## config.mk

```make
export PLATFORM = sky130hd
export DESIGN_NAME = spf_serial_port_unit
export DESIGN_NICKNAME = d
export VERILOG_FILES = /design/src/logic/spf_pkg.sv /design/src/logic/spf_serial_port_unit.sv
export VERILOG_INCLUDE_DIRS = /design/src /design/src/logic
export SDC_FILE = /design/constraint.sdc
export NUM_CORES = 1
export LEC_CHECK = 0
export BUFFER_PORTS_ARGS = -buffer_cell sky130_fd_sc_hd__buf_2
export CAP_MARGIN = 40
export CORE_MARGIN = 3
export CORE_UTILIZATION = 45
export CTS_CLUSTER_DIAMETER = 50
export DETAILED_ROUTE_END_ITERATION = 8
export PLACE_DENSITY = 0.75
export SLEW_MARGIN = 20
export SYNTH_ARGS = -nofsm -noshare
export SYNTH_HDL_FRONTEND = slang
export SYNTH_SLANG_ARGS = --single-unit
```

## constraint.sdc

```tcl
create_clock -name pclk -period 7.15 [get_ports pclk]
set_clock_uncertainty 0.2 [all_clocks]
set_input_delay 0.3575 -clock pclk [delete_from_list [all_inputs] [get_ports pclk]]
set_output_delay 0.3575 -clock pclk [all_outputs]
set_load 0.02 [all_outputs]
```

## src/logic/spf_cfg.svh

```systemverilog
// register offsets, control field positions, reset values and companding limits
// assumes inclusion by bare name from the serial port unit and its package users
`ifndef SPF_CFG_SVH
`define SPF_CFG_SVH

`define SPF_OFF_CTRL 8'h00
`define SPF_OFF_TX 8'h04
`define SPF_OFF_RX 8'h08
`define SPF_OFF_DIV 8'h0C
`define SPF_PORT_STRIDE 8'h10
`define SPF_OFF_STATUS 8'h20

`define SPF_WL_LSB 0
`define SPF_WL_MSB 3
`define SPF_FMT_LSB 4
`define SPF_FMT_MSB 5
`define SPF_RX_FREQ 6
`define SPF_TX_FREQ 7
`define SPF_RX_ALT 8
`define SPF_TX_ALT 9
`define SPF_RX_INV 10
`define SPF_TX_INV 11
`define SPF_RX_INT 12
`define SPF_TX_INT 13

`define SPF_CTRL_RST 16'h000F
`define SPF_DIV_RST 16'h000F
`define SPF_WORD_MSB 4'hF

`define SPF_MU_MAX 16'h1FDE
`define SPF_A_MAX 16'h0FFF
`define SPF_MU_BIAS 16'h0021
`define SPF_A_XOR 8'h55

`endif

```

## src/logic/spf_pkg.sv

```systemverilog
// types shared by the serial port unit
// assumes spf_cfg.svh carries every numeric constant
package spf_pkg;
	typedef enum logic [1:0] {
		SPF_FMT_ZERO = 2'b00,
		SPF_FMT_SIGN = 2'b01,
		SPF_FMT_MU = 2'b10,
		SPF_FMT_A = 2'b11
	} spf_fmt_t;
	typedef logic [15:0] spf_word_t;
endpackage

```

## src/logic/spf_serial_port_unit.sv

```systemverilog
// two synchronous serial ports with framing modes, word length, formats and shared compander
// assumes an APB master on pclk and external bit clocks far slower than pclk
//
// Functional notes
// normal framing: sync checked, data next falling edge
// sync ignored until current word finishes
// back-to-back sync comes in last bit
// alternate select: sync with first bit
// alternate: external sync checked first bit only
// internal alternate sync held whole word
// invert bits flip any frame signal
// word length is field plus one
// software never programs length zero or one
// per-port transmit and receive data registers
// one shared compander, port 0 wins
// transmit write arms, sends MSB first
// after first bit, transmit interrupt, register free
// complete word copied, receive interrupt raised
// format field: zero, sign, mu, A
// companded receive holds expanded eight LSBs
// companded transmit compressed, saturating large inputs
// compand in place, result one cycle later
// expansion completes before receive interrupt
// new write accepted during word in progress
// interrupt priority tx0, rx0, tx1, rx1
// law and format chosen per port
// unframed after first sync unless required
// internal transmit sync when fresh data loaded
// internal receive sync every divisor plus one
// framed, nothing pending: stop, pin idle
//
// Local design decisions: the APB slave port and the register addresses.
`timescale 1ns/1ps
`include "spf_cfg.svh"

module spf_serial_port_unit
	import spf_pkg::*;
(
	input wire logic pclk,
	input wire logic presetn,
	input wire logic psel,
	input wire logic penable,
	input wire logic pwrite,
	input wire logic [7:0] paddr,
	input wire logic [31:0] pwdata,
	output logic [31:0] prdata,
	output logic pready,
	output logic pslverr,
	input wire logic [1:0] bit_clock,
	input wire logic [1:0] rx_data_pin,
	output logic [1:0] tx_data_pin,
	input wire logic [1:0] rx_frame_sync_in,
	output logic [1:0] rx_frame_sync_out,
	output logic [1:0] rx_frame_sync_oe_n,
	input wire logic [1:0] tx_frame_sync_in,
	output logic [1:0] tx_frame_sync_out,
	output logic [1:0] tx_frame_sync_oe_n,
	output logic [1:0] tx_irq,
	output logic [1:0] rx_irq,
	output logic irq_valid,
	output logic [1:0] irq_code
);

	// address decode shared by every per-port register
	function automatic logic spf_hit(input logic [7:0] addr, input logic port, input logic [7:0] off);
		return addr == (off + (port ? `SPF_PORT_STRIDE : 8'h00));
	endfunction

	// linear to eight-bit code, saturating at the law's range
	function automatic logic [7:0] spf_compress(input spf_word_t v, input logic alaw);
		logic neg;
		spf_word_t mag;
		logic [2:0] ex;
		logic [3:0] mt;
		neg = v[15];
		mag = neg ? (~v + 16'h0001) : v;
		ex = 3'h0;
		if (alaw) begin
			if (mag > `SPF_A_MAX) mag = `SPF_A_MAX;
			for (int i = 5; i < 12; i++) if (mag[i]) ex = 3'(i - 4);
			mt = (ex == 3'h0) ? mag[4:1] : 4'(mag >> ex);
			return {~neg, ex, mt} ^ `SPF_A_XOR;
		end
		if (mag > `SPF_MU_MAX) mag = `SPF_MU_MAX;
		mag = mag + `SPF_MU_BIAS;
		for (int i = 6; i < 13; i++) if (mag[i]) ex = 3'(i - 5);
		mt = 4'(mag >> ({1'b0, ex} + 4'h1)); // four-bit sum, top segment shifts by eight
		return ~{neg, ex, mt};
	endfunction

	// eight-bit code to right-justified signed linear value
	function automatic spf_word_t spf_expand(input logic [7:0] c, input logic alaw);
		logic [7:0] u;
		spf_word_t base;
		spf_word_t mag;
		logic neg;
		u = alaw ? (c ^ `SPF_A_XOR) : ~c;
		base = {11'h000, u[3:0], 1'b1};
		if (alaw) begin
			mag = (u[6:4] == 3'h0) ? base : ((base + `SPF_MU_BIAS - 16'h0001) << (u[6:4] - 3'h1));
			neg = ~u[7];
		end else begin
			mag = ((base + `SPF_MU_BIAS - 16'h0001) << u[6:4]) - `SPF_MU_BIAS; // bias removed as added
			neg = u[7];
		end
		return neg ? (~mag + 16'h0001) : mag;
	endfunction

	spf_word_t ctrl [2];
	spf_word_t tx_reg [2];
	spf_word_t rx_reg [2];
	spf_word_t div [2];
	logic cmp_req [2];
	logic exp_req [2];
	logic tx_active [2];
	logic tx_full [2];
	logic rx_active [2];
	logic tx_pulse [2];
	logic rx_pulse [2];
	logic [3:0] tx_cnt [2];

	// bus side: one wait state, so every access phase lasts two pclk cycles
	wire acc = psel & penable & pready;
	wire wr = acc & pwrite;
	wire rd_port = paddr[4];
	wire in_port = paddr[7:5] == 3'h0;
	wire is_status = paddr == `SPF_OFF_STATUS;
	wire [7:0] status = {exp_req[1], rx_active[1], tx_active[1], tx_full[1],
		exp_req[0], rx_active[0], tx_active[0], tx_full[0]};
	wire [7:0] rd_off = {4'h0, paddr[3:0]};
	wire spf_word_t rd_val = (rd_off == `SPF_OFF_CTRL) ? ctrl[rd_port] :
		(rd_off == `SPF_OFF_TX) ? tx_reg[rd_port] :
		(rd_off == `SPF_OFF_RX) ? rx_reg[rd_port] : div[rd_port];
	wire mapped = (in_port & (paddr[1:0] == 2'h0)) | is_status;
	wire [31:0] next_prdata = is_status ? {24'h000000, status} : in_port ? {16'h0000, rd_val} : 32'h00000000;

	// answer registered on the first access cycle, cleared after
	always_ff @(posedge pclk or negedge presetn) begin
		if (!presetn) begin
			pready <= 1'b0;
			pslverr <= 1'b0;
			prdata <= 32'h00000000;
		end else begin
			pready <= psel & penable & ~pready;
			pslverr <= psel & penable & ~pready & ~mapped;
			prdata <= (psel & penable & ~pready & ~pwrite & mapped) ? next_prdata : 32'h00000000;
		end
	end

	// shared compander: one compression and one expansion per cycle
	wire cmp_src = cmp_req[0] ? 1'b0 : 1'b1;
	wire exp_src = exp_req[0] ? 1'b0 : 1'b1;
	wire [7:0] cmp_code = spf_compress(tx_reg[cmp_src], ctrl[cmp_src][`SPF_FMT_LSB]);
	wire spf_word_t cmp_res = {{8{cmp_code[7]}}, cmp_code};
	wire spf_word_t exp_res = spf_expand(rx_reg[exp_src][7:0], ctrl[exp_src][`SPF_FMT_LSB]);

	genvar p;
	generate
		for (p = 0; p < 2; p++) begin : g_port
			logic [2:0] sck;
			logic [1:0] tfs_s;
			logic [1:0] rfs_s;
			logic [1:0] dr_s;
			logic tx_go;
			logic tx_started;
			logic tx_pin;
			logic [15:0] tx_sh;
			logic rx_go;
			logic rx_started;
			logic [3:0] rx_cnt;
			logic [15:0] rx_sh;
			logic [15:0] div_pos;
			logic exp_irq;

			// control fields of this port
			wire [3:0] wl = ctrl[p][`SPF_WL_MSB:`SPF_WL_LSB];
			wire [4:0] len = {1'b0, wl} + 5'h01;
			wire [3:0] pad = `SPF_WORD_MSB - wl;
			wire spf_fmt_t fmt = spf_fmt_t'(ctrl[p][`SPF_FMT_MSB:`SPF_FMT_LSB]);
			wire cmpd = fmt[1];
			wire t_alt = ctrl[p][`SPF_TX_ALT];
			wire r_alt = ctrl[p][`SPF_RX_ALT];
			wire t_int = ctrl[p][`SPF_TX_INT];
			wire r_int = ctrl[p][`SPF_RX_INT];
			wire fall = sck[2] & ~sck[1];
			wire wr_ctrl = wr & spf_hit(paddr, p[0], `SPF_OFF_CTRL);
			wire wr_tx = wr & spf_hit(paddr, p[0], `SPF_OFF_TX);
			wire wr_rx = wr & spf_hit(paddr, p[0], `SPF_OFF_RX);
			wire wr_div = wr & spf_hit(paddr, p[0], `SPF_OFF_DIV);
			wire cmp_gnt = cmp_req[p] & (cmp_src == p[0]);
			wire exp_gnt = exp_req[p] & (exp_src == p[0]);

			// transmit framing decisions
			wire tx_ready = tx_full[p] & ~cmp_req[p];
			wire tx_seen = t_int ? tx_ready : (tfs_s[1] ^ ctrl[p][`SPF_TX_INV]);
			wire tx_ok = tx_ready & (tx_seen | (~ctrl[p][`SPF_TX_FREQ] & tx_started));
			wire tx_alt_load = t_alt & (~tx_active[p] | (tx_cnt[p] == 4'h0)) & tx_ok;
			wire tx_load = fall & ((tx_go & ~cmp_req[p]) | tx_alt_load);
			wire tx_norm_dec = fall & ~t_alt & ~tx_go & (~tx_active[p] | (tx_cnt[p] == 4'h1)) & tx_ok;
			wire spf_word_t tx_aligned = tx_reg[p] << pad;
			wire tx_fs_lvl = t_alt ? tx_active[p] : tx_go;

			// receive framing decisions
			wire r_int_seen = r_alt ? (div_pos < {11'h000, len}) : (div_pos == 16'h0000);
			wire rx_seen = r_int ? r_int_seen : (rfs_s[1] ^ ctrl[p][`SPF_RX_INV]);
			wire rx_ok = rx_seen | (~ctrl[p][`SPF_RX_FREQ] & rx_started);
			wire rx_start = fall & (rx_go | (r_alt & ~rx_active[p] & rx_ok));
			wire rx_norm_dec = fall & ~r_alt & ~rx_go & (~rx_active[p] | (rx_cnt == 4'h1)) & rx_ok;
			wire rx_done = fall & rx_active[p] & (rx_cnt == 4'h1) & ~rx_start;
			wire spf_word_t rx_word = {rx_sh[14:0], dr_s[1]};
			wire spf_word_t rx_fmt = (fmt == SPF_FMT_ZERO) ? (rx_word & (16'hFFFF >> pad)) :
				(fmt == SPF_FMT_SIGN) ? 16'($signed(rx_word << pad) >>> pad) :
				{8'h00, rx_word[7:0]};

			// pin synchronisers; the first stage feeds only the second
			always_ff @(posedge pclk or negedge presetn) begin
				if (!presetn) begin
					sck <= 3'h0;
					tfs_s <= 2'h0;
					rfs_s <= 2'h0;
					dr_s <= 2'h0;
				end else begin
					sck <= {sck[1:0], bit_clock[p]};
					tfs_s <= {tfs_s[0], tx_frame_sync_in[p]};
					rfs_s <= {rfs_s[0], rx_frame_sync_in[p]};
					dr_s <= {dr_s[0], rx_data_pin[p]};
				end
			end

			// software registers; a software write to tx_reg takes precedence over the compression write-back
			always_ff @(posedge pclk or negedge presetn) begin
				if (!presetn) begin
					ctrl[p] <= `SPF_CTRL_RST;
					div[p] <= `SPF_DIV_RST;
					tx_reg[p] <= 16'h0000;
					cmp_req[p] <= 1'b0;
				end else begin
					if (wr_ctrl) ctrl[p] <= pwdata[15:0];
					if (wr_div) div[p] <= pwdata[15:0];
					if (wr_tx) tx_reg[p] <= pwdata[15:0];
					else if (cmp_gnt) tx_reg[p] <= cmp_res;
					cmp_req[p] <= wr_tx ? cmpd : (cmp_gnt ? 1'b0 : cmp_req[p]);
				end
			end

			// transmit shifter, MSB first; write during a word only refills the holding register
			always_ff @(posedge pclk or negedge presetn) begin
				if (!presetn) begin
					tx_active[p] <= 1'b0;
					tx_full[p] <= 1'b0;
					tx_go <= 1'b0;
					tx_started <= 1'b0;
					tx_pin <= 1'b0;
					tx_sh <= 16'h0000;
					tx_cnt[p] <= 4'h0;
					tx_pulse[p] <= 1'b0;
				end else begin
					tx_full[p] <= wr_tx ? 1'b1 : (tx_load ? 1'b0 : tx_full[p]);
					tx_go <= tx_load ? 1'b0 : (tx_norm_dec ? 1'b1 : tx_go);
					tx_pulse[p] <= fall & tx_active[p] & (tx_cnt[p] == wl) & ~tx_load;
					if (tx_load) begin
						tx_sh <= tx_aligned;
						tx_pin <= tx_aligned[15];
						tx_cnt[p] <= wl;
						tx_active[p] <= 1'b1;
						tx_started <= 1'b1;
					end else if (fall & tx_active[p] & (tx_cnt[p] != 4'h0)) begin
						tx_sh <= tx_sh << 1;
						tx_pin <= tx_sh[14];
						tx_cnt[p] <= tx_cnt[p] - 4'h1;
					end else if (fall & tx_active[p]) begin
						tx_active[p] <= 1'b0;
						tx_pin <= 1'b0;
					end
				end
			end

			// receive shifter and receive-register write-back
			always_ff @(posedge pclk or negedge presetn) begin
				if (!presetn) begin
					rx_active[p] <= 1'b0;
					rx_go <= 1'b0;
					rx_started <= 1'b0;
					rx_cnt <= 4'h0;
					rx_sh <= 16'h0000;
					rx_reg[p] <= 16'h0000;
					exp_req[p] <= 1'b0;
					exp_irq <= 1'b0;
					rx_pulse[p] <= 1'b0;
				end else begin
					rx_go <= rx_start ? 1'b0 : (rx_norm_dec ? 1'b1 : rx_go);
					if (rx_start) begin
						rx_sh <= {15'h0000, dr_s[1]};
						rx_cnt <= wl;
						rx_active[p] <= 1'b1;
						rx_started <= 1'b1;
					end else if (fall & rx_active[p]) begin
						rx_sh <= rx_word;
						rx_cnt <= rx_cnt - 4'h1;
						rx_active[p] <= rx_cnt != 4'h1;
					end
					if (rx_done) rx_reg[p] <= rx_fmt;
					else if (exp_gnt) rx_reg[p] <= exp_res;
					else if (wr_rx) rx_reg[p] <= pwdata[15:0];
					exp_req[p] <= ((rx_done | wr_rx) & cmpd) | (exp_req[p] & ~exp_gnt);
					exp_irq <= (rx_done & cmpd) | (exp_irq & ~exp_gnt);
					rx_pulse[p] <= (rx_done & ~cmpd) | (exp_gnt & exp_irq);
				end
			end

			// internal receive frame period and frame pin drivers
			always_ff @(posedge pclk or negedge presetn) begin
				if (!presetn) begin
					div_pos <= 16'h0000;
					tx_frame_sync_out[p] <= 1'b0;
					rx_frame_sync_out[p] <= 1'b0;
					tx_frame_sync_oe_n[p] <= 1'b1;
					rx_frame_sync_oe_n[p] <= 1'b1;
				end else begin
					if (fall) div_pos <= (div_pos >= div[p]) ? 16'h0000 : div_pos + 16'h0001;
					tx_frame_sync_out[p] <= tx_fs_lvl ^ ctrl[p][`SPF_TX_INV];
					rx_frame_sync_out[p] <= r_int_seen ^ ctrl[p][`SPF_RX_INV];
					tx_frame_sync_oe_n[p] <= ~t_int;
					rx_frame_sync_oe_n[p] <= ~r_int;
				end
			end

			assign tx_data_pin[p] = tx_pin;
			assign tx_irq[p] = tx_pulse[p];
			assign rx_irq[p] = rx_pulse[p];
		end
	endgenerate

	// fixed-priority encoding of coincident serial events
	wire any_evt = tx_pulse[0] | rx_pulse[0] | tx_pulse[1] | rx_pulse[1];
	wire [1:0] next_code = tx_pulse[0] ? 2'h0 : rx_pulse[0] ? 2'h1 : tx_pulse[1] ? 2'h2 : 2'h3;
	always_ff @(posedge pclk or negedge presetn) begin
		if (!presetn) begin
			irq_valid <= 1'b0;
			irq_code <= 2'h0;
		end else begin
			irq_valid <= any_evt;
			irq_code <= any_evt ? next_code : 2'h0;
		end
	end

	property p_prio_tx0;
		@(posedge pclk) disable iff (!presetn) tx_pulse[0] |=> irq_valid && irq_code == 2'h0;
	endproperty
	a_prio_tx0: assert property (p_prio_tx0) else $error("tx0 event not top priority");

	property p_prio_rx0;
		@(posedge pclk) disable iff (!presetn) (rx_pulse[0] && !tx_pulse[0]) |=> irq_code == 2'h1;
	endproperty
	a_prio_rx0: assert property (p_prio_rx0) else $error("rx0 event not second priority");

	property p_share;
		@(posedge pclk) disable iff (!presetn) (cmp_req[0] && cmp_req[1] && !g_port[0].wr_tx) |=> !cmp_req[0] && cmp_req[1];
	endproperty
	a_share: assert property (p_share) else $error("port 1 compressed ahead of port 0");

	property p_inplace;
		@(posedge pclk) disable iff (!presetn) (g_port[0].wr_tx && g_port[0].cmpd) |=> cmp_req[0] ##1 !cmp_req[0];
	endproperty
	a_inplace: assert property (p_inplace) else $error("compression not done one cycle after write");

	property p_exp_first;
		@(posedge pclk) disable iff (!presetn) (rx_pulse[0] && g_port[0].cmpd) |-> !exp_req[0] && $past(exp_req[0]);
	endproperty
	a_exp_first: assert property (p_exp_first) else $error("receive event before expansion");

	property p_len;
		@(posedge pclk) disable iff (!presetn) g_port[0].tx_load |=> tx_active[0] && tx_cnt[0] == $past(g_port[0].wl);
	endproperty
	a_len: assert property (p_len) else $error("word length count wrong");

	property p_idle_pin;
		@(posedge pclk) disable iff (!presetn) !tx_active[0] |-> !tx_data_pin[0];
	endproperty
	a_idle_pin: assert property (p_idle_pin) else $error("data pin not idle between words");

	property p_tx_evt;
		@(posedge pclk) disable iff (!presetn) tx_pulse[0] |-> tx_active[0] && $past(tx_cnt[0]) == g_port[0].wl;
	endproperty
	a_tx_evt: assert property (p_tx_evt) else $error("transmit event not after first bit");

	property p_rx_plain;
		@(posedge pclk) disable iff (!presetn) (g_port[0].rx_done && !g_port[0].cmpd) |=> rx_pulse[0];
	endproperty
	a_rx_plain: assert property (p_rx_plain) else $error("receive event missing after word");

endmodule

```

### After elaboration in Yosys (flattened, before gate mapping)

Cells that the tools add are included.

| operators by class | value |
|---|---|
| divide/modulo/power cells | 0 |
| add/sub/neg operators | 18 |
| multiplexer cells | 137 |
| reductions and logical operators | 34 |
| $lt $le $gt $ge | 9 |
| shift operators | 12 |
| bitwise logic cells | 164 |
| $mul | 0 |
| eq/ne operators | 22 |

Operators with widths:

| kind | number |
|---|---|
| $mux 16 | 46 |
| $mux 15 | 8 |
| $and 1x1->1 | 83 |
| $add 16x1->16 const B | 4 |
| $shl 16x4->16 | 4 |
| $mux 3 | 16 |
| $mux 8 | 6 |
| $mux 1 | 43 |
| $not 1->1 | 37 |
| $mux 4 | 9 |
| $and 16x16->16 | 2 |
| $eq 8x5->1 const B | 4 |
| $ge 16x16->1 | 2 |
| $logic_not 16->1 | 2 |
| $lt 16x5->1 | 2 |
| $not 16->16 | 2 |
| $shl 16x3->16 | 2 |
| $shr 16x4->16 const A | 2 |
| $sshr 16x4->16 | 2 |
| $mux 5 | 6 |
| $reduce_bool 2->1 | 14 |
| $or 1x1->1 | 25 |
| $add 16x6->16 const B | 1 |
| $eq 4x1->1 const B | 4 |
| other kinds (34) | 70 |

| storage, ports and cells | value |
|---|---|
| RAM bits | 0 |
| output and inout port bits | 51 |
| bits in latches | 0 |
| memories kept | 0 |
| word-level logic and storage cells | 461 |
| ROM bits | 0 |
| flip-flop bits (word level) | 309 |

### Logic depth before layout (Yosys ltp)

Gate-level depths: netlist of the first run.

| logic depth | value |
|---|---|
| depth in word-level cells | 34 |
| depth in mapped cells | 28 |
| gate-level depth less buffers | 20 |

### Least setup slack after synthesis of the first run

Ideal clock, no wire load.

| path | value |
|---|---|
| kind | flip-flop to flip-flop |
| start | register cmp_req, in the netlist g_port[0].cmp_gnt |
| end | register tx_reg[16] in the netlist's numbering |
| path buffers | 7 |
| path slack | 0.266 ns |
| arrival | 6.573 ns |
| period minus slack after synthesis | 6.884 ns |
| data required time | 6.840 ns |
| setup time | 0.110 ns |
| stages on the path, launching flop included | 27 |
| cell sequence | dfrtp_1 buf_4 buf_2 buf_2 buf_1 clkbuf_1 mux2i_1 ha_1 nor4b_2 o221ai_1 or4_1 and3_1 nor3_1 nor2_1 a21o_1 ha_1 buf_2 a21o_1 a21oi_1 o32a_2 a21oi_1 a221o_1 buf_6 mux2_4 a22oi_2 a311oi_1 o41ai_1 |

| on the way | value |
|---|---|
| longest elaborated chain between the ends | 34 |
| elaborated cells on any way between the ends | 49 |

Ends and longest elaborated chain:

| what | line | source |
|---|---|---|
| from (decl) | spf_serial_port_unit.sv:113 | `logic cmp_req [2];` |
| from (signal, indexed assignment) | spf_serial_port_unit.sv:242 | `cmp_req[p] <= wr_tx ? cmpd : (cmp_gnt ? 1'b0 : cmp_req[p]);` |
| branches (longest 34 deep; another with $add 16x1->16) | - |  |
| to (signal, indexed assignment) | spf_serial_port_unit.sv:240 | `if (wr_tx) tx_reg[p] <= pwdata[15:0];` |
| to (signal, indexed assignment) | spf_serial_port_unit.sv:241 | `else if (cmp_gnt) tx_reg[p] <= cmp_res;` |
| to (decl) | spf_serial_port_unit.sv:110 | `spf_word_t tx_reg [2];` |

Parallel ways; which one is timed is not known. The select of a mux whose other input is x is not followed.
A chain may end at the register's enable or synchronous reset.

### Worst setup path in the final report of the first run

Same ends and word-level chain as after synthesis.

==> impl_metrics.env, run 1 <==
export IMPL_outcome="finished, final reports clean"
export IMPL_antenna_found_initial=5
export IMPL_peakVddDrop_mv=0.2853
export IMPL_layout_filler_cells=4652
export IMPL_fmax_ghz=0.1481
export IMPL_vias=21547
export IMPL_num_rows=82
export IMPL_ys_ff_latch=309
export IMPL_synth_most_common_cell="nand2_1"
export IMPL_drtPass1Iterations=6
export IMPL_worstHoldPathCells=3
export IMPL_period_share_pct=94.43
export IMPL_cts_setup_buffers=0
export IMPL_grt_max_degree=175
export IMPL_cts_sinks=309
export IMPL_cp_arrival_ns=6.98
export IMPL_cp_max_fo=44
export IMPL_cts_path_max_buffers=3
export IMPL_viasPerCell=6.247
export IMPL_drt_iter0_markers=2437
export IMPL_startpoint="g_port[0].cmp_gnt"
export IMPL_slew_headroom_pct=36.94
export IMPL_syn_avg_cell_area_um2=8.432
export IMPL_clkTransAtPathRegs_ns=0.06
export IMPL_clk_latency_ns=0.57
export IMPL_grt_pass1_vias=20402
export IMPL_ys_top_cells_by_count="nand2_1, dfrtp_1, a21oi_1"
export IMPL_rr_startpoint="g_port[0].cmp_gnt"
export IMPL_die_h_um=232.3
export IMPL_holdWs_ns=0.05320
export IMPL_cts_resized=0
export IMPL_fin_ws_ns=0.3980
export IMPL_required_ns=7.38
export IMPL_post_place_ws_ns=0.5288
export IMPL_fin_nets=2868
export IMPL_wl_mm=75.65
export IMPL_tns_ns=0
export IMPL_core_area_mm2=0.05038
export IMPL_finalMaxSlewViolations=0
export IMPL_dieArea_mm2=0.05396
export IMPL_cap_violations=0
export IMPL_ioPinCount=104
export IMPL_yosysWarnings=0
export IMPL_place_hpwl_mm=55.35
export IMPL_ys_top_cells_by_area="dfrtp_1, nand2_1, mux2i_1"
export IMPL_hp_class="input port to flop"
export IMPL_place_gp_congestion=0.9758
export IMPL_synth_edff_count=0
export IMPL_stdcell_area_mm2=0.02572
export IMPL_worstHoldStart="pwdata[7]"
export IMPL_yosysTopAreaCellShare_pct=31.38
export IMPL_ys_flop_type="dfrtp_1"
export IMPL_synth_seq_area_share_pct=33.66
export IMPL_drive_gt1_share_pct=13.69
export IMPL_startpoint_type="flop"
export IMPL_tightest_slew_ns=0.9459
export IMPL_yosysTopAreaCell="dfrtp_1"
export IMPL_syn_to_final_growth_pct=11.61
export IMPL_min_period_ns=6.752
export IMPL_netlist_instances=2733
export IMPL_hold_viol_final=0
export IMPL_powerDensity_mw_per_mm2=245.4
export IMPL_cts_made_buffers=41
export IMPL_endpoint_kind="flop"
export IMPL_async_flop_share_pct=100.0
export IMPL_netlist_area_mm2=0.02305
export IMPL_setup_viol=0
export IMPL_grt_util_all_layers_pct=27.70
export IMPL_grt_remaining_overflow=0
export IMPL_critical_path_class="flop to flop"
export IMPL_dpl_cell_area_mm2=0.02392
export IMPL_cts_tree="yes"
export IMPL_die_w_um=232.3
export IMPL_rsz0062_at_grt="false"
export IMPL_leakagePower_uw=0.01103
export IMPL_portBuffers=71
export IMPL_rr_worst_depth=20
export IMPL_grt_pass1_wl_mm=118.0
export IMPL_start_util_pct=45.75
export IMPL_drt_drc_violations_left=0
export IMPL_antenna_left=0
export IMPL_fin_total_pwr_uw=6312
export IMPL_synth_cell_types=97
export IMPL_wire_per_inst_um=21.93
export IMPL_h_tree_depth=2
export IMPL_clockRootBuffer="clkbuf_16"
[through the flow]
stage / std cells / utilization, %
2_1_floorplan: 2748 / -
3_3_place_gp: 3330 / 47.30
3_5_place_dp: 3339 / 47.48
4_1_cts: 3440 / 50.84
5_1_grt: 3448 / 51.06
6_report: 3449 / 51.06
[kinds of logic after synthesis]
family                     synth area share (%)
other                                   0.01627
buffers and inverters                     5.348
adders and majority gates                 3.855
xor gates and xnor gates                  3.605
and+or+nand+nor                           16.86
muxes                                     13.95
AOI/OAI and AO/OA                         22.70
DFF                                       33.66
[critical path, stage by stage, from the launching register on]
cell      delay [ns]
dfrtp_2         0.44
buf_4           0.43
or4b_1          0.62
o22a_4          0.32
o22a_1          0.25
a22oi_1         0.27
buf_4           0.19
o21ai_0         0.13
o31ai_1         0.38
nand2_1         0.20
a21o_1          0.22
ha_1            0.32
a21o_1          0.21
a21oi_1         0.49
o32a_2          0.33
a21oi_1         0.05
a221o_1         0.51
mux2_4          0.37
a22oi_2         0.19
a311oi_1        0.12
o41ai_1         0.35
[metal layers]
layer	part of all wire [%]	track usage, %
met4	4.8	12.32
met5	0.045	0
met3	8.7	5.324
met1	41	36.83
met2	45	43.89
[report_power, final]
part | internal, uW | total (uW) | switching, uW
Combinational | 742 | 1910 | 1170
Clock | 1320 | 2160 | 840
Sequential | 1960 | 2240 | 282
[final cells by class]
type | instances | area (um^2) | area share [%]
clock inverter | 18 | 246.5 | 0.9583
inverter | 92 | 345.3 | 1.343
timing repair buffer | 164 | 1214 | 4.718
tap | 672 | 840.8 | 3.269
multi-input combinational | 2136 | 14130 | 54.92
sequential | 309 | 7760 | 30.17
antenna | 1 | 2.502 | 0.009729
clock buffer | 57 | 1187 | 4.616
[final timing paths]
path                                           end  slack, ns
worst max register to register          tx_reg[16]       0.40
worst min register to register  g_port[0].tfs_s[1]       0.14
min in group asynchronous       g_port[0].tx_sh[4]       0.15
worst max-delay path                    tx_reg[16]       0.40
worst min-delay path                       div[23]       0.05
max in group asynchronous       g_port[1].tx_sh[3]       5.17
[timing repair]
| item | CTS | global route |
|---|---|---|
| hold endpoints to repair | 117 | 1 |
| endpoints found under the setup margin | 0 | 0 |
| hold buffers | 26 | 2 |
[cell usage in the layout, fill, tap and decap left out, types with 12 or more instances in the layout]
cell | synthesis | routed
nand2_1 | 393 | 393
dfrtp_1 | 289 | 287
a21oi_1 | 222 | 222
o21ai_0 | 220 | 220
nor2_1 | 203 | 202
mux2i_1 | 145 | 145
inv_1 | 87 | 87
mux2_2 | 85 | 85
ha_1 | 71 | 71
buf_2 | 9 | 71
nand3_1 | 69 | 69
xnor2_1 | 54 | 54
buf_4 | 20 | 54
a31oi_1 | 52 | 52
nor3_1 | 49 | 48
o211ai_1 | 48 | 48
clkbuf_16 | 0 | 42
a211oi_1 | 40 | 40
xor2_1 | 39 | 39
a21o_1 | 34 | 34
mux4_2 | 34 | 34
nor2b_1 | 28 | 28
dlygate4sd3_1 | 0 | 28
a22o_1 | 23 | 23
nand2b_1 | 22 | 22
dfstp_2 | 20 | 20
and2_1 | 18 | 18
o31ai_1 | 16 | 16
conb_1 | 1 | 16
and3_1 | 15 | 15
o22ai_1 | 14 | 14
nor4_1 | 14 | 13
nand4_1 | 12 | 12
(Power assumes the default switching activity.)
==> run 2: changes to the inputs <==
--- a/config.mk
+++ b/config.mk
@@ -12,7 +12,8 @@
 export CORE_UTILIZATION = 45
 export CTS_CLUSTER_DIAMETER = 50
 export DETAILED_ROUTE_END_ITERATION = 8
-export PLACE_DENSITY = 0.75
+export GPL_TIMING_DRIVEN = 0
+export PLACE_DENSITY = 0.72
 export SLEW_MARGIN = 20
 export SYNTH_ARGS = -nofsm -noshare
 export SYNTH_HDL_FRONTEND = slang
==> constraint.sdc (replaced) <==
create_clock -name pclk -period 7.2 [get_ports pclk]
set_clock_uncertainty 0.2 [all_clocks]
set_input_delay 0.36 -clock pclk [delete_from_list [all_inputs] [get_ports pclk]]
set_output_delay 0.36 -clock pclk [all_outputs]
set_load 0.02 [all_outputs]
==> run 2 against run 1 <==
First-iteration DRC count up 7.8%. Non-clock buffer count up 152. Via count up 6.6%. Total power up 2.2%. Wire length up 16%. Design area up 2.3%. Flip-flop and latch count unchanged. Fmax down 2.4%. Highest routed layer unchanged.
==> impl_metrics.env, run 2 (synthesis results as in run 1) <==
export IMPL_slew_headroom_pct=36.79
export IMPL_cap_violations=0
export IMPL_slowest_delay_ns=0.56
export IMPL_portBuffers=68
export IMPL_grt_util_all_layers_pct=31.92
export IMPL_drt_iter0_markers=2626
export IMPL_p_sw_share_pct=37.85
export IMPL_dp_cells=3497
export IMPL_endpoint_kind="flop"
export IMPL_drive_gt1_share_pct=12.93
export IMPL_cts_tree="yes"
export IMPL_grt_max_degree=100
export IMPL_peakVddDrop_mv=0.2494
export IMPL_grt_pass1_wl_mm=132.9
export IMPL_cts_made_buffers=43
export IMPL_h_tree_depth=2
export IMPL_place_hpwl_mm=66.39
export IMPL_drt_drc_violations_left=0
export IMPL_power_internal_uw=4011
export IMPL_final_cell_mix="nand2_1, dfrtp_1, a21oi_1, o21ai_0, nor2_1"
export IMPL_cp_common_cell="buf_4"
export IMPL_startpoint_type="flop"
export IMPL_clk_latency_ns=0.59
export IMPL_antenna_found_initial=2
export IMPL_drtPass1Iterations=6
export IMPL_start_util_pct=45.75
export IMPL_required_ns=7.44
export IMPL_finalMaxSlewViolations=0
export IMPL_grt_remaining_overflow=0
export IMPL_syn_to_final_growth_pct=14.15
export IMPL_powerDensity_mw_per_mm2=245.3
export IMPL_antenna_cells=0
export IMPL_p_comb_share_pct=31.2
export IMPL_hold_viol_final=0
export IMPL_place_gp_congestion=1.041
export IMPL_final_common_cell="nand2_1"
export IMPL_viasPerCell=6.373
export IMPL_holdWs_ns=0.02885
export IMPL_setup_viol=0
export IMPL_antenna_left=0
export IMPL_period_share_pct=96.09
export IMPL_fmax_ghz=0.1445
export IMPL_fin_nets=3022
export IMPL_wire_per_inst_um=24.26
export IMPL_power_frac_seq_pct=34.6
export IMPL_fin_total_pwr_uw=6453
export IMPL_die_h_um=232.3
export IMPL_post_place_ws_ns=-1.407
export IMPL_cp_top_family="compound AO/OA/AOI/OAI gates"
export IMPL_fin_ws_ns=0.2815
export IMPL_cp_arrival_ns=7.16
export IMPL_final_cells=3604
export IMPL_ioPinCount=104
export IMPL_layout_filler_cells=4670
export IMPL_vias=22969
export IMPL_cts_sinks=309
export IMPL_switching_power_uw=2442
export IMPL_tightest_slew_ns=0.9409
export IMPL_outcome="finished, final reports clean"
export IMPL_cp_slowest_cell="or4_1"
export IMPL_rsz0062_at_grt="false"
export IMPL_cts_path_max_buffers=3
export IMPL_die_w_um=232.3
export IMPL_p_clk_share_pct=34.3
export IMPL_hp_class="input port to flop"
export IMPL_grt_pass1_vias=22078
export IMPL_num_rows=82
export IMPL_utilization_pct=52.22
export IMPL_cp_num_buf_inv=9
export IMPL_cp_max_fo=19
export IMPL_clkTransAtPathRegs_ns=0.06
export IMPL_critical_path_class="flop to flop"
export IMPL_clockRootBuffer="clkbuf_16"
export IMPL_core_area_mm2=0.05038
export IMPL_min_period_ns=6.919
export IMPL_dieArea_mm2=0.05396
export IMPL_leakagePower_uw=0.01119
export IMPL_wl_mm=87.42
## run 2: cell types whose count changed in the layout (fill, tap and decap cells not counted), sizes merged, moves of 3 or more
cell,before,now
clkinv,12,8
inv,93,99
buf,135,144
clkbuf,58,211
dlygate4sd3,28,17
clkinvlp,1,4
## run 2: final cells by class
type	count	area, um^2	area share, %
clock buffer	57	1231	4.680
sequential	309	7757	29.49
buffer	209	889.6	3.382
tap	672	840.8	3.196
multi-input combinational	2136	14240	54.13
timing repair buffer	107	748.2	2.844
clock inverter	22	254.0	0.9655
inverter	92	345.3	1.313
## run 2: metrics by stage
| stage | cell area (um^2) | setup TNS, ns |
|---|---|---|
| final | 26310 | 0 |
| after global routing | 26310 | 0 |
| after CTS | 26170 | 0 |
| after detailed placement | 24430 | -15.92 |
| after global placement | 24280 | -85.48 |
| after floorplan | 23100 | 0 |
## run 2: repair_timing
item                       CTS  global route
setup endpoints to repair   14            10
hold endpoints to repair   134             0
resized for setup           14            13
hold buffers                17             0
buffers inserted             4             7
pin swaps                    3             9
## run 2: power groups by stage
stage	Sequential (uW)	Combinational (uW)	Clock (uW)
4_1_cts	2210	1960	2240
3_3_place_gp	2230	1910	0
2_1_floorplan	2120	1340	0
6_report	2230	2010	2210
5_1_grt	2240	2180	2320
3_5_place_dp	2240	1940	0
## run 2: tightest hold or removal path, cell delays in order
cell and delay (ns):
buf_2 0.22, nand2_1 0.09, o21ai_0 0.07
## run 2: layer usage
| metal | GRT usage, % | vias up | wire length, um | part of all wire [%] |
|---|---|---|---|---|
| li1 | - | 10216 | - | - |
| met1 | 43.58 | 11285 | 36110 | 41 |
| met2 | 49.52 | 1196 | 38930 | 45 |
| met3 | 5.361 | 268 | 7971 | 9.1 |
| met4 | 14.70 | 4 | 4383 | 5.0 |
| met5 | 0 | - | 25 | 0.029 |
## run 2: worst paths after layout
path                              startpoint                 to  slack [ns]  cells past startpoint
min reg2reg                g_port[1].dr_s[0]  g_port[1].dr_s[1]        0.14                      0
min                                pwdata[7]            div[23]        0.03                      3
max reg2reg                g_port[0].cmp_gnt         tx_reg[17]        0.28                     28
min in group asynchronous            presetn        irq_code[1]        0.06                      2
max in group asynchronous            presetn             div[3]        5.52                      4
max                        g_port[0].cmp_gnt         tx_reg[17]        0.28                     28
==> run 3: changes to the inputs <==
==> constraint.sdc (replaced) <==
create_clock -name pclk -period 7.2 [get_ports pclk]
set_clock_uncertainty 0.2 [all_clocks]
set_input_delay 1.08 -clock pclk [delete_from_list [all_inputs] [get_ports pclk]]
set_output_delay 1.08 -clock pclk [all_outputs]
set_load 0.02 [all_outputs]
==> run 3 against run 2 <==
Count of clock-buffer cells in the layout unchanged. Sequential power about the same. First-iteration DRC count decreased by 1.4%. Worst hold slack improved by 0.11 ns. Fmax about the same. Flip-flop and latch count unchanged. Critical path type unchanged. Critical endpoint unchanged. Largest power group unchanged.
==> impl_metrics.env, run 3 (synthesis results as in run 1) <==
export IMPL_num_rows=82
export IMPL_endpoint_kind="flop"
export IMPL_cp_max_fo=19
export IMPL_antenna_found_initial=2
export IMPL_h_tree_depth=2
export IMPL_layout_filler_cells=4689
export IMPL_power_frac_seq_pct=34.6
export IMPL_drtPass1Iterations=6
export IMPL_fin_total_pwr_uw=6448
export IMPL_drt_iter0_markers=2589
export IMPL_startpoint_type="flop"
export IMPL_powerDensity_mw_per_mm2=246.7
export IMPL_vias=22907
export IMPL_ioPinCount=104
export IMPL_syn_to_final_growth_pct=13.43
export IMPL_clockRootBuffer="clkbuf_16"
export IMPL_wire_per_inst_um=24.37
export IMPL_rsz0062_at_grt="false"
export IMPL_portBuffers=68
export IMPL_tns_ns=0
export IMPL_outcome="finished, final reports clean"
export IMPL_r2r_setup_slack_ns=0.28
export IMPL_drive_gt1_share_pct=13.00
export IMPL_post_place_ws_ns=-1.407
export IMPL_worstHoldPathCells=0
export IMPL_viasPerCell=6.384
export IMPL_fin_ws_ns=0.2789
export IMPL_cap_violations=0
export IMPL_min_period_ns=6.921
export IMPL_p_sw_share_pct=37.89
export IMPL_cts_path_max_buffers=3
export IMPL_grt_pass1_wl_mm=132.6
export IMPL_critical_path_class="flop to flop"
export IMPL_hp_class="flop to flop"
export IMPL_cts_tree="yes"
export IMPL_met3_usage_pct=5.348
export IMPL_cp_slowest_cell="or4_1"
export IMPL_setup_viol=0
export IMPL_grt_remaining_overflow=0
export IMPL_antenna_left=0
export IMPL_die_h_um=232.3
export IMPL_p_clk_share_pct=34.4
export IMPL_p_comb_share_pct=31.1
export IMPL_worstHoldStart="g_port[1].dr_s[0]"
export IMPL_period_share_pct=96.13
export IMPL_slew_headroom_pct=36.45
export IMPL_hold_viol_final=0
export IMPL_place_gp_congestion=1.041
export IMPL_clkTransAtPathRegs_ns=0.06
export IMPL_cts_made_buffers=43
export IMPL_required_ns=7.44
export IMPL_leakagePower_uw=0.01112
export IMPL_fin_nets=3005
export IMPL_peakVddDrop_mv=0.2530
export IMPL_cp_common_cell="buf_4"
export IMPL_finalMaxSlewViolations=0
export IMPL_final_common_cell="nand2_1"
export IMPL_core_area_mm2=0.05038
export IMPL_wl_mm=87.44
export IMPL_grt_util_all_layers_pct=31.85
export IMPL_start_util_pct=45.75
export IMPL_rr_worst_depth=28
export IMPL_die_w_um=232.3
export IMPL_place_hpwl_mm=66.39
export IMPL_clk_latency_ns=0.58
export IMPL_drt_drc_violations_left=0
export IMPL_hold_buffers=0
export IMPL_grt_max_degree=100
export IMPL_timing_rr_end="tx_reg[17]"
export IMPL_rr_startpoint="g_port[0].cmp_gnt"
export IMPL_tightest_slew_ns=0.9460
export IMPL_power_internal_uw=4005
export IMPL_final_cell_mix="nand2_1, dfrtp_1, a21oi_1, o21ai_0, nor2_1"
export IMPL_dieArea_mm2=0.05396
export IMPL_fmax_ghz=0.1445
export IMPL_globalRouteMet2Util_pct=49.43
export IMPL_grt_pass1_vias=21994
export IMPL_switching_power_uw=2443
export IMPL_hold_end="g_port[1].dr_s[1]"
export IMPL_grt_busiest_layer="met2"
export IMPL_grt_use_met1_pct=43.52
export IMPL_cp_arrival_ns=7.17
export IMPL_slowest_delay_ns=0.56
export IMPL_cts_sinks=309
-- run 3: changes by cell type in the layout (fill, tap and decap cells not counted), sizes merged --
cell	before	now
diode	0	1
dlygate4sd3	17	0
-- run 3: power by group through the flow --
| stage | sequential (uW) | clock, uW | combinational [uW] |
|---|---|---|---|
| finish | 2230 | 2220 | 2000 |
| global placement | 2230 | 0 | 1910 |
| floorplan | 2120 | 0 | 1340 |
| CTS | 2210 | 2240 | 1950 |
| global route | 2240 | 2320 | 2170 |
| detailed placement | 2240 | 0 | 1940 |
-- run 3: layout make-up --
class / instances / area [um^2] / area share (%)
Buffer: 209 / 889.6 / 3.403
Timing Repair Buffer: 90 / 578.1 / 2.211
Tap cell: 672 / 840.8 / 3.217
Inverter: 92 / 345.3 / 1.321
Multi-Input combinational cell: 2136 / 14240 / 54.48
Clock buffer: 57 / 1231 / 4.710
Clock inverter: 22 / 254.0 / 0.9717
Antenna cell: 1 / 2.502 / 0.009573
Sequential cell: 309 / 7757 / 29.68
-- run 3: per-stage QoR --
stage	hold WS, ns	instances	cell area (um^2)	util [%]
after global placement	0.1352	3488	24280	48.20
after global routing	0.1485	3587	26140	51.89
after CTS	0.1445	3580	26000	51.62
final	0.1406	3588	26140	51.89
after floorplan	0.1312	2748	23100	-
after detailed placement	0.1355	3497	24430	48.50
-- run 3: critical path, delay by kind of cell (launching register included) --
kind / cells / cell delay, ns
AOI/OAI and AO/OA: 11 / 2.19
buffers and inverters: 9 / 1.81
and+or+nand+nor: 5 / 1.59
adders and majority gates: 2 / 0.38
DFF: 1 / 0.34
muxes: 1 / 0.25
-- run 3: repair_timing --
action / in CTS / in global routing
buffers inserted: 4 / 7
setup endpoints to repair: 14 / 10
pin swaps: 3 / 9
gates resized for setup: 14 / 13
-- run 3: metal layers --
layer  vias to the layer above  share of wire, %
met2                      1245                45
met4                         4               5.0
met5                         -             0.029
li1                      10181                 -
met3                       264               9.0
met1                     11213                41
-- run 3: worst max path at each step --
stage                       from         end  slack (ns)  cells after the start
2_1_floorplan  g_port[0].cmp_gnt  tx_reg[16]        0.32                     26
6_report       g_port[0].cmp_gnt  tx_reg[17]        0.28                     28
3_5_place_dp   g_port[0].cmp_gnt  tx_reg[16]       -1.41                     27
3_3_place_gp   g_port[0].cmp_gnt  tx_reg[16]       -1.25                     27
4_1_cts        g_port[0].cmp_gnt  tx_reg[16]        0.04                     28
5_1_grt        g_port[0].cmp_gnt   tx_reg[2]       0.006                     27
